File: src/rtl/adc_start_pkg.sv
// Constants, types and helpers for the conversion start control.
// Assumes a single 40 MHz system clock; conversion and acquisition times are converted here.
package adc_start_pkg;

    localparam int CLK_SYS_HZ = 40_000_000;
    localparam int CLK_PERIOD_NS = 25;

    // Control register layout, most significant bit shifted first
    localparam int CTRL_BITS = 5;
    localparam int CHAN_W = 3;
    localparam int FLD_CHAN_MSB = 4;
    localparam int FLD_CHAN_LSB = 2;
    localparam int FLD_SOFT_START = 1;
    localparam int FLD_POWERDOWN = 0;
    localparam logic [4:0] CTRL_RESET = 5'h00;
    localparam logic [3:0] LOAD_EDGE = 4'h6;
    localparam logic [3:0] POWERDOWN_BIT_EDGE = 4'h7;
    localparam logic [3:0] EDGE_MAX = 4'hF;

    // Conversion timing
    localparam int RESULT_W = 12;
    localparam int CODE_SPAN = 4096;
    localparam logic [11:0] BIPOLAR_FLIP = 12'h800;
    localparam logic [4:0] SOFT_START_BIT_MCLK_HALF_EDGES = 5'h1D;
    localparam int SOFT_START_BIT_MAX_NS = 5900;
    localparam int SOFT_START_BIT_MAX_CYCLES = SOFT_START_BIT_MAX_NS / CLK_PERIOD_NS;
    localparam int ACQ_NS = 2000;
    localparam int ACQ_CYCLES = (ACQ_NS + CLK_PERIOD_NS - 1) / CLK_PERIOD_NS;
    localparam int QUIET_NS = 500;

    // Throughput limits
    localparam int THRU_EXT_HZ = 117_000;
    localparam int THRU_EXT_DEGRADED_HZ = 127_000;
    localparam int THRU_SELF_HZ = 78_000;
    localparam int THRU_W = 10;

    // Synchroniser bit positions
    localparam int SYNC_W = 6;
    localparam int SY_SCLK = 0;
    localparam int SY_FRAME_N = 1;
    localparam int SY_SDATA = 2;
    localparam int SY_TRIG = 3;
    localparam int SY_MCLK = 4;
    localparam int SY_SMODE = 5;

    typedef enum logic [1:0] {
        SOFT_START_BIT_IDLE = 2'b00,
        SOFT_START_BIT_RUN = 2'b01,
        SOFT_START_BIT_ACQ = 2'b11
    } soft_start_bit_state_e;

    // Least start-to-start spacing, rounded up to whole cycles
    function automatic logic [THRU_W-1:0] period_cycles(input int rateHz);
        period_cycles = THRU_W'((CLK_SYS_HZ + rateHz - 1) / rateHz);
    endfunction : period_cycles

    // Straight binary from the core, twos complement for the bipolar range
    function automatic logic [11:0] to_output_code(input logic bipolar,
                                                   input logic [11:0] raw);
        to_output_code = bipolar ? (raw ^ BIPOLAR_FLIP) : raw;
    endfunction : to_output_code

endpackage : adc_start_pkg

File: src/rtl/settle_if.sv
// Carrier between the sequencer and the settling timer.
// Assumes both ends run on clk_sys.
`timescale 1ns/100ps
interface settle_if;
    logic launch;
    logic arm;
    logic cancel;
    logic busy;
    logic done;
    logic nodeHigh;

    modport ctrl (output launch, output arm, output cancel,
                  input busy, input done, input nodeHigh);
    modport timer (input launch, input arm, input cancel,
                   output busy, output done, output nodeHigh);
endinterface : settle_if

File: src/rtl/sync2.sv
// Two-stage synchroniser for asynchronous pin inputs.
// Assumes inputs are quasi-static relative to clk_sys.
`timescale 1ns/100ps
module sync2 #(
    parameter int W = 1,
    parameter logic [W-1:0] INIT = '0
) (
    input wire logic clk_sys,
    input wire logic reset_n,
    input wire logic [W-1:0] asyncIn,
    output logic [W-1:0] syncOut
);
    logic [W-1:0] meta_q;

    always_ff @(posedge clk_sys or negedge reset_n) begin
        if (!reset_n) begin
            meta_q <= INIT;
            syncOut <= INIT;
        end else begin
            meta_q <= asyncIn;
            syncOut <= meta_q;
        end
    end
endmodule : sync2

File: src/rtl/settle_timer.sv
// Settling pulse model: node low from write start, times out after arm.
// Assumes the capacitor time is given as a count of clk_sys cycles.
`timescale 1ns/100ps
module settle_timer #(
    parameter int SETTLE_CYCLES = 400
) (
    input wire logic clk_sys,
    input wire logic reset_n,
    settle_if.timer st
);
    localparam int CW = $clog2(SETTLE_CYCLES + 1);
    localparam logic [CW-1:0] LAST = CW'(SETTLE_CYCLES - 1);

    logic [CW-1:0] count_q;
    logic counting_q;

    // Node level and busy flag
    always_ff @(posedge clk_sys or negedge reset_n) begin
        if (!reset_n) begin
            st.busy <= 1'b0;
            st.nodeHigh <= 1'b1;
            counting_q <= 1'b0;
        end else if (st.launch) begin
            st.busy <= 1'b1;
            st.nodeHigh <= 1'b0;
            counting_q <= 1'b0;
        end else if (st.arm) begin
            st.busy <= 1'b1;
            counting_q <= 1'b1;
        end else if (st.cancel) begin
            st.busy <= 1'b0;
            st.nodeHigh <= 1'b1;
            counting_q <= 1'b0;
        end else if (counting_q && count_q == LAST) begin
            st.busy <= 1'b0;
            st.nodeHigh <= 1'b1;
            counting_q <= 1'b0;
        end
    end

    // Discharge counter
    always_ff @(posedge clk_sys or negedge reset_n) begin
        if (!reset_n) begin
            count_q <= '0;
        end else if (st.launch || st.arm) begin
            count_q <= '0;
        end else if (counting_q) begin
            count_q <= count_q + CW'(1);
        end
    end

    // One-cycle strobe when the threshold is crossed
    always_ff @(posedge clk_sys or negedge reset_n) begin
        if (!reset_n) begin
            st.done <= 1'b0;
        end else begin
            st.done <= counting_q && count_q == LAST && !st.launch && !st.arm
                       && !st.cancel;
        end
    end
endmodule : settle_timer

File: src/rtl/adc_conversion_start_control.sv
// Conversion start sequencing for an eight-channel 12-bit sampling converter.
// Assumes serial pins, trigger and master clock arrive asynchronously.
`timescale 1ns/100ps
module adc_conversion_start_control
    import adc_start_pkg::*;
#(
    parameter logic BIPOLAR = 1'b0,
    parameter int SETTLE_CYCLES = 400
) (
    input wire logic clk_sys,
    input wire logic reset_n,
    input wire logic serialClk,
    input wire logic writeFrameN,
    input wire logic serialDataIn,
    input wire logic sampleTrigger,
    input wire logic masterClkIn,
    input wire logic selfClockMode,
    input wire logic degradedRateEn,
    input wire logic [11:0] rawSampleCode,
    output logic trackHold,
    output logic convBusy,
    output logic [11:0] resultData,
    output logic resultValid,
    output logic [2:0] chanSel,
    output logic softStartBit,
    output logic powerdownBit,
    output logic settleTimerNode
);
    localparam int SOFT_START_BIT_CW = 8;
    localparam logic [SOFT_START_BIT_CW-1:0] SOFT_START_BIT_LAST = SOFT_START_BIT_CW'(SOFT_START_BIT_MAX_CYCLES - 1);
    localparam logic [SOFT_START_BIT_CW-1:0] ACQ_LAST = SOFT_START_BIT_CW'(ACQ_CYCLES - 1);
    localparam logic [THRU_W-1:0] THRU_EXT = period_cycles(THRU_EXT_HZ);
    localparam logic [THRU_W-1:0] THRU_EXT_DEG = period_cycles(THRU_EXT_DEGRADED_HZ);
    localparam logic [THRU_W-1:0] THRU_SELF = period_cycles(THRU_SELF_HZ);
    // Pin idle levels, so no false frame edge follows reset
    localparam logic [SYNC_W-1:0] SYNC_IDLE = (SYNC_W'(1) << SY_FRAME_N)
                                              | (SYNC_W'(1) << SY_SCLK);

    settle_if st ();

    logic [SYNC_W-1:0] pinSync;
    logic sclk_q;
    logic frameN_q;
    logic trig_q;
    logic mclk_q;
    logic sclkFall;
    logic frameStart;
    logic frameEnd;
    logic trigRise;
    logic mclkEdge;

    logic [3:0] edgeCount_q;
    logic [CTRL_BITS-1:0] shift_q;
    logic [CTRL_BITS-1:0] shift_d;
    logic softPending_q;
    logic softLoad;
    logic shortSoft;

    soft_start_bit_state_e state_q;
    logic [SOFT_START_BIT_CW-1:0] cycleCount_q;
    logic [4:0] mclkCount_q;
    logic [11:0] heldCode_q;
    logic [THRU_W-1:0] thruCount_q;
    logic [THRU_W-1:0] thruLimit;
    logic canStart;
    logic hwStart;
    logic swStart;
    logic convDone;

    sync2 #(
        .W(SYNC_W),
        .INIT(SYNC_IDLE)
    ) u_sync (
        .clk_sys(clk_sys),
        .reset_n(reset_n),
        .asyncIn({selfClockMode, masterClkIn, sampleTrigger,
                  serialDataIn, writeFrameN, serialClk}),
        .syncOut(pinSync)
    );

    settle_timer #(
        .SETTLE_CYCLES(SETTLE_CYCLES)
    ) u_settle (
        .clk_sys(clk_sys),
        .reset_n(reset_n),
        .st(st)
    );

    // Edge history of synchronised pins
    always_ff @(posedge clk_sys or negedge reset_n) begin
        if (!reset_n) begin
            sclk_q <= 1'b0;
            frameN_q <= 1'b1;
            trig_q <= 1'b0;
            mclk_q <= 1'b0;
        end else begin
            sclk_q <= pinSync[SY_SCLK];
            frameN_q <= pinSync[SY_FRAME_N];
            trig_q <= pinSync[SY_TRIG];
            mclk_q <= pinSync[SY_MCLK];
        end
    end

    assign sclkFall = sclk_q && !pinSync[SY_SCLK] && !pinSync[SY_FRAME_N];
    assign frameStart = frameN_q && !pinSync[SY_FRAME_N];
    assign frameEnd = !frameN_q && pinSync[SY_FRAME_N];
    assign trigRise = !trig_q && pinSync[SY_TRIG];
    assign mclkEdge = mclk_q ^ pinSync[SY_MCLK];
    assign shift_d = {shift_q[CTRL_BITS-2:0], pinSync[SY_SDATA]};

    // Address and start bits load on the sixth edge
    assign softLoad = sclkFall && edgeCount_q == LOAD_EDGE - 4'h1
                      && shift_q[FLD_SOFT_START];
    // Short write with start bit already set still starts
    assign shortSoft = frameEnd && edgeCount_q < LOAD_EDGE && softStartBit;

    // Settling pulse control
    assign st.launch = frameStart;
    assign st.arm = (sclkFall && edgeCount_q == LOAD_EDGE - 4'h1)
                    || shortSoft;
    assign st.cancel = frameEnd && edgeCount_q < LOAD_EDGE && !softStartBit;

    // Falling edge counter within a write frame
    always_ff @(posedge clk_sys or negedge reset_n) begin
        if (!reset_n) begin
            edgeCount_q <= 4'h0;
        end else if (frameStart) begin
            edgeCount_q <= 4'h0;
        end else if (sclkFall && edgeCount_q != EDGE_MAX) begin
            edgeCount_q <= edgeCount_q + 4'h1;
        end
    end

    // Serial shift register, first bit ends up most significant
    always_ff @(posedge clk_sys or negedge reset_n) begin
        if (!reset_n) begin
            shift_q <= CTRL_RESET;
        end else if (sclkFall && edgeCount_q < CTRL_BITS[3:0]) begin
            shift_q <= shift_d;
        end
    end

    // Control register: address and start at edge six, standby at seven
    always_ff @(posedge clk_sys or negedge reset_n) begin
        if (!reset_n) begin
            chanSel <= CTRL_RESET[FLD_CHAN_MSB:FLD_CHAN_LSB];
            softStartBit <= CTRL_RESET[FLD_SOFT_START];
            powerdownBit <= CTRL_RESET[FLD_POWERDOWN];
        end else if (sclkFall && edgeCount_q == LOAD_EDGE - 4'h1) begin
            chanSel <= shift_q[FLD_CHAN_MSB:FLD_CHAN_LSB];
            softStartBit <= shift_q[FLD_SOFT_START];
        end else if (sclkFall && edgeCount_q == POWERDOWN_BIT_EDGE - 4'h1) begin
            powerdownBit <= shift_q[FLD_POWERDOWN];
        end
    end

    // Pending software start; a new request beats the clear
    always_ff @(posedge clk_sys or negedge reset_n) begin
        if (!reset_n) begin
            softPending_q <= 1'b0;
        end else if (softLoad || shortSoft) begin
            softPending_q <= 1'b1;
        end else if (swStart) begin
            softPending_q <= 1'b0;
        end else if (sclkFall && edgeCount_q == LOAD_EDGE - 4'h1) begin
            softPending_q <= 1'b0;
        end
    end

    // Throughput spacing per clocking mode
    always_comb begin
        if (pinSync[SY_SMODE]) begin
            thruLimit = THRU_SELF;
        end else if (degradedRateEn) begin
            thruLimit = THRU_EXT_DEG;
        end else begin
            thruLimit = THRU_EXT;
        end
    end

    // Start qualification
    assign canStart = state_q == SOFT_START_BIT_IDLE && !st.busy && thruCount_q == '0
                      && !powerdownBit;
    assign hwStart = trigRise && !softStartBit && canStart
                     && !softPending_q;
    assign swStart = softPending_q && canStart && !st.launch;

    assign convDone = state_q == SOFT_START_BIT_RUN
                      && (mclkCount_q == SOFT_START_BIT_MCLK_HALF_EDGES
                          || cycleCount_q == SOFT_START_BIT_LAST);

    // Conversion sequencer
    always_ff @(posedge clk_sys or negedge reset_n) begin
        if (!reset_n) begin
            state_q <= SOFT_START_BIT_IDLE;
        end else begin
            unique case (state_q)
                SOFT_START_BIT_IDLE: begin
                    if (hwStart || swStart) begin
                        state_q <= SOFT_START_BIT_RUN;
                    end
                end
                SOFT_START_BIT_RUN: begin
                    if (convDone) begin
                        state_q <= SOFT_START_BIT_ACQ;
                    end
                end
                SOFT_START_BIT_ACQ: begin
                    if (cycleCount_q == ACQ_LAST) begin
                        state_q <= SOFT_START_BIT_IDLE;
                    end
                end
                default: begin
                    state_q <= SOFT_START_BIT_IDLE;
                end
            endcase
        end
    end

    // Cycle and master clock counters
    always_ff @(posedge clk_sys or negedge reset_n) begin
        if (!reset_n) begin
            cycleCount_q <= '0;
            mclkCount_q <= 5'h00;
        end else if (hwStart || swStart || convDone) begin
            cycleCount_q <= '0;
            mclkCount_q <= 5'h00;
        end else if (state_q != SOFT_START_BIT_IDLE) begin
            cycleCount_q <= cycleCount_q + SOFT_START_BIT_CW'(1);
            if (mclkEdge && mclkCount_q != SOFT_START_BIT_MCLK_HALF_EDGES) begin
                mclkCount_q <= mclkCount_q + 5'h01;
            end
        end
    end

    // Start-to-start spacing counter
    always_ff @(posedge clk_sys or negedge reset_n) begin
        if (!reset_n) begin
            thruCount_q <= '0;
        end else if (hwStart || swStart) begin
            thruCount_q <= thruLimit - THRU_W'(1);
        end else if (thruCount_q != '0) begin
            thruCount_q <= thruCount_q - THRU_W'(1);
        end
    end

    // Track/hold and busy
    always_ff @(posedge clk_sys or negedge reset_n) begin
        if (!reset_n) begin
            trackHold <= 1'b0;
            convBusy <= 1'b0;
        end else if (hwStart || swStart) begin
            trackHold <= 1'b1;
            convBusy <= 1'b1;
        end else if (convDone) begin
            trackHold <= 1'b0;
            convBusy <= 1'b0;
        end
    end

    // Sample capture at hold entry
    always_ff @(posedge clk_sys or negedge reset_n) begin
        if (!reset_n) begin
            heldCode_q <= 12'h000;
        end else if (hwStart || swStart) begin
            heldCode_q <= rawSampleCode;
        end
    end

    // Result word and valid strobe
    always_ff @(posedge clk_sys or negedge reset_n) begin
        if (!reset_n) begin
            resultData <= 12'h000;
            resultValid <= 1'b0;
        end else begin
            resultValid <= convDone;
            if (convDone) begin
                resultData <= to_output_code(BIPOLAR, heldCode_q);
            end
        end
    end

    // Settling node level
    always_ff @(posedge clk_sys or negedge reset_n) begin
        if (!reset_n) begin
            settleTimerNode <= 1'b1;
        end else begin
            settleTimerNode <= st.nodeHigh;
        end
    end

endmodule : adc_conversion_start_control

File: config.mk
export PLATFORM = sky130hd
export DESIGN_NAME = adc_conversion_start_control
export DESIGN_NICKNAME = d
export VERILOG_FILES = /design/src/rtl/adc_start_pkg.sv /design/src/rtl/settle_if.sv /design/src/rtl/sync2.sv /design/src/rtl/settle_timer.sv /design/src/rtl/adc_conversion_start_control.sv
export SDC_FILE = /design/constraint.sdc
export NUM_CORES = 1
export LEC_CHECK = 0
export BUFFER_PORTS_ARGS = -buffer_cell sky130_fd_sc_hd__buf_2
export CAP_MARGIN = 20
export CORE_MARGIN = 2
export CORE_UTILIZATION = 37
export CTS_BUF_LIST = sky130_fd_sc_hd__clkbuf_4 sky130_fd_sc_hd__clkbuf_8
export DETAILED_ROUTE_END_ITERATION = 6
export GPL_TIMING_DRIVEN = 0
export PLACE_DENSITY_LB_ADDON = 0.1
export SLEW_MARGIN = 20
export SYNTH_ARGS = -nofsm -noshare
export SYNTH_HDL_FRONTEND = slang
export SYNTH_SLANG_ARGS = --single-unit
export TNS_END_PERCENT = 5
File: constraint.sdc
create_clock -name clk_sys -period 7.9 [get_ports clk_sys]
set_clock_uncertainty 0.15 [all_clocks]
set_input_delay 1.58 -clock clk_sys [delete_from_list [all_inputs] [get_ports clk_sys]]
set_output_delay 1.58 -clock clk_sys [all_outputs]
set_load 0.02 [all_outputs]
==> results_dict.tcl <==
set metrics [dict create \
    run_status "complete, no violations" \
    cp.required_ns 7.98 \
    synth_edf_count 0 \
    globalplace.congestion 0.843 \
    die_h_um 110 \
    cts_sinks 95 \
    fmax_mhz 312 \
    reg2regPathDepth 10 \
    cts_hold_buf 0 \
    cts_resized 0 \
    grt_usage_pct 14.2 \
    drt_wl_total_mm 7.46 \
    antenna_found_initial 0 \
    cts-root-buf "clkbuf_8" \
    fp.dieW_um 110 \
    io_pins 42 \
    p_leak_uw 0.00227 \
    viasPerCell 4.99 \
    gr-total-overflow 0 \
    crit_path_end_kind "register" \
    cts_setup_buffers 0 \
    path_class "in -> reg" \
    top_layer "met4" \
    clkSlewWorstSetupHoldPaths_ns 0.10 \
    wl_met2_mm 3.47 \
    reg2reg_from "state_q[0]$_DFFE_PN0P_" \
    ff2ff_setup_slack_ns 4.96 \
    layout_setup_ws_ns 4.69 \
    worstPathArrival_ns 3.29 \
    drive_gt1_share_pct 27.1 \
    seq_area_frac_synth_pct 57.4 \
    hold_viol 0 \
    grt_start_max_net_pins 50 \
    syn_avg_cell_area_sq_um 12.5 \
    wl_met3_um 274 \
    rsz0062_at_grt "no" \
    die-area_sq_um 12100 \
    area_growth_pct 15.5 \
    core_area_sq_um 10900 \
    wl_per_cell_um 14.0 \
    p_per_area_nw_per_um2 261 \
    fin_crit_ns 3.21 \
    yosysWarnings 0 \
    slew_violations 0 \
    layout.nets 416 \
    ir_drop_uv 102 \
    worstReg2RegEnd "thruCount_q[6]$_DFFE_PN0P_" \
    finalCritPeriodShare_pct 40.6 \
    async_reset_ff_share_pct 100 \
    setup_tns_ns 0 \
    htreeDepth 3 \
    ys_types 62 \
    critPathLaunchType "primary input" \
    p_total_uw 1250 \
    worst_slew_pin_slew_ns 0.771 \
    place_ws_ns 4.33 \
    placed_area_sq_um 4570 \
    synth_nets 363 \
    vias 2652 \
    drt-pass1-iter-count 4 \
    drt_iter0_drc 130 \
    ant_nets 0 \
    drc 0 \
    cts_buffers 9 \
    port_buffers 41 \
    syn_area_sq_um 4160 \
    cap_viol_max_count 0 \
    start_util_pct 38.2 \
    maxSlewHeadroom_pct 48.6 \
    clock_path_buffers 2 \
    setup_viol 0 \
    crit_end "thruCount_q[8]$_DFFE_PN0P_" \
    postSynthCellCount 333 \
    grt_pass1_vias 2819 \
    num_antenna_cells 0 \
    hold_path.class "reg -> reg" \
    synth_top_flop_cell "dfrtp_1" \
    crit_path_start "degradedRateEn" \
    tritoncts "done" \
    met1_length_mm 3.59 \
    crit_fanout 5 \
    grt_pass1_wl_mm 13.3 \
    hpwl_mm 5.12 \
    clk_latency_ns 0.36 \
    design_area_sq_um 4800 \
    ys_seq_elements 95 \
    num_rows 38 \
]
routing by layer:
layer  up-vias  track usage [%]
met5         -                0
met3        11             3.06
met4         0             6.87
met2        48             22.5
li1       1286                -
met1      1307             18.5
cells by family after synthesis:
kind of cell               Yosys count  synth area share (%)
and+or+nand+nor                    113                  15.1
adders and majority gates            9                  2.71
buffers and inverters               17                  2.50
DFF                                 95                  57.4
xor gates and xnor gates            23                  4.85
AOI/OAI and AO/OA                   41                  7.20
muxes                               35                  10.2
cell usage after synthesis, types with 7 or more instances:
cell type  number  share of area, %
dfrtp_1        88                53
nor2_1         34               3.1
xnor2_1        17               3.6
mux2_2         16               4.3
nand2_1        16               1.4
mux2_1         10               2.7
nand3_1        10               1.2
nor3_1         10               1.2
ha_1            9               2.7
mux2_4          8               2.9
a21oi_1         7              0.84
dfstp_2         7               4.4
final cells by class:
cell class | count | area, sq um
well taps | 140 | 175
fillers | 1028 | 6090
clock buffers | 10 | 138
repair buffers | 42 | 239
multi-input cells | 221 | 1670
plain buffers | 11 | 81.3
clock inverters | 6 | 91.3
flip-flops and latches | 95 | 2390
inverters | 6 | 22.5
worst max-delay path, cell delays in order:
cell	delay, ns
buf_2	0.10
nor2_1	0.20
nor4_1	0.07
nor2_1	0.11
ha_1	0.18
nor3b_1	0.57
nand2_1	0.11
o31ai_1	0.23
o211ai_1	0.12
where the power goes:
part | total, uW | switching [uW] | leakage, uW | internal [uW]
registers | 642 | 78.0 | 0.00122 | 564
logic | 248 | 126 | 0.000936 | 121
clock network | 361 | 172 | 0.000117 | 189
registers in the layout, summed over array words and instances, names as in the netlist, 3 cells and up:
register / flops
chanSel: 3
cycleCount_q: 8
edgeCount_q: 4
heldCode_q: 12
mclkCount_q: 5
resultData: 12
shift_q: 5
thruCount_q: 10
u_settle.count_q: 9
u_sync.meta_q: 6
u_sync.syncOut: 6
layout by cell type, fill, tap and decap left out, types with 4 or more instances in the layout:
master and instances:
a21oi_1 7, and3_1 4, buf_2 44, clkbuf_8 10, dfrtp_1 88, dfstp_2 7
ha_1 9, inv_1 6, mux2_1 10, mux2_2 16, mux2_4 8, nand2_1 16
nand2b_1 4, nand3_1 10, nor2_1 34, nor3_1 10, nor4b_1 5, o21ai_0 6
xnor2_1 17, xor2_1 6
metrics by stage:
step	std cells	hold slack, ns	utilization [%]
final	531	0.205	44.1
after floorplan	333	0.181	-
after global routing	531	0.219	44.1
after CTS	531	0.209	44.1
after detailed placement	515	0.185	42.0
after global placement	514	0.182	41.7
worst min-delay path by stage:
stage | startpoint | endpoint | slack (ns) | cells past startpoint
CTS | u_sync.meta_q[2]$_DFF_PN0_ | u_sync.syncOut[2]$_DFF_PN0_ | 0.21 | 0
global placement | u_sync.meta_q[2]$_DFF_PN0_ | u_sync.syncOut[2]$_DFF_PN0_ | 0.18 | 0
finish | u_sync.meta_q[2]$_DFF_PN0_ | u_sync.syncOut[2]$_DFF_PN0_ | 0.21 | 0
detailed placement | u_sync.meta_q[2]$_DFF_PN0_ | u_sync.syncOut[2]$_DFF_PN0_ | 0.18 | 0
global route | u_sync.meta_q[3]$_DFF_PN0_ | u_sync.syncOut[3]$_DFF_PN0_ | 0.22 | 0
floorplan | u_sync.meta_q[2]$_DFF_PN0_ | u_sync.syncOut[2]$_DFF_PN0_ | 0.18 | 0
Power figures use the tool's default switching activity.
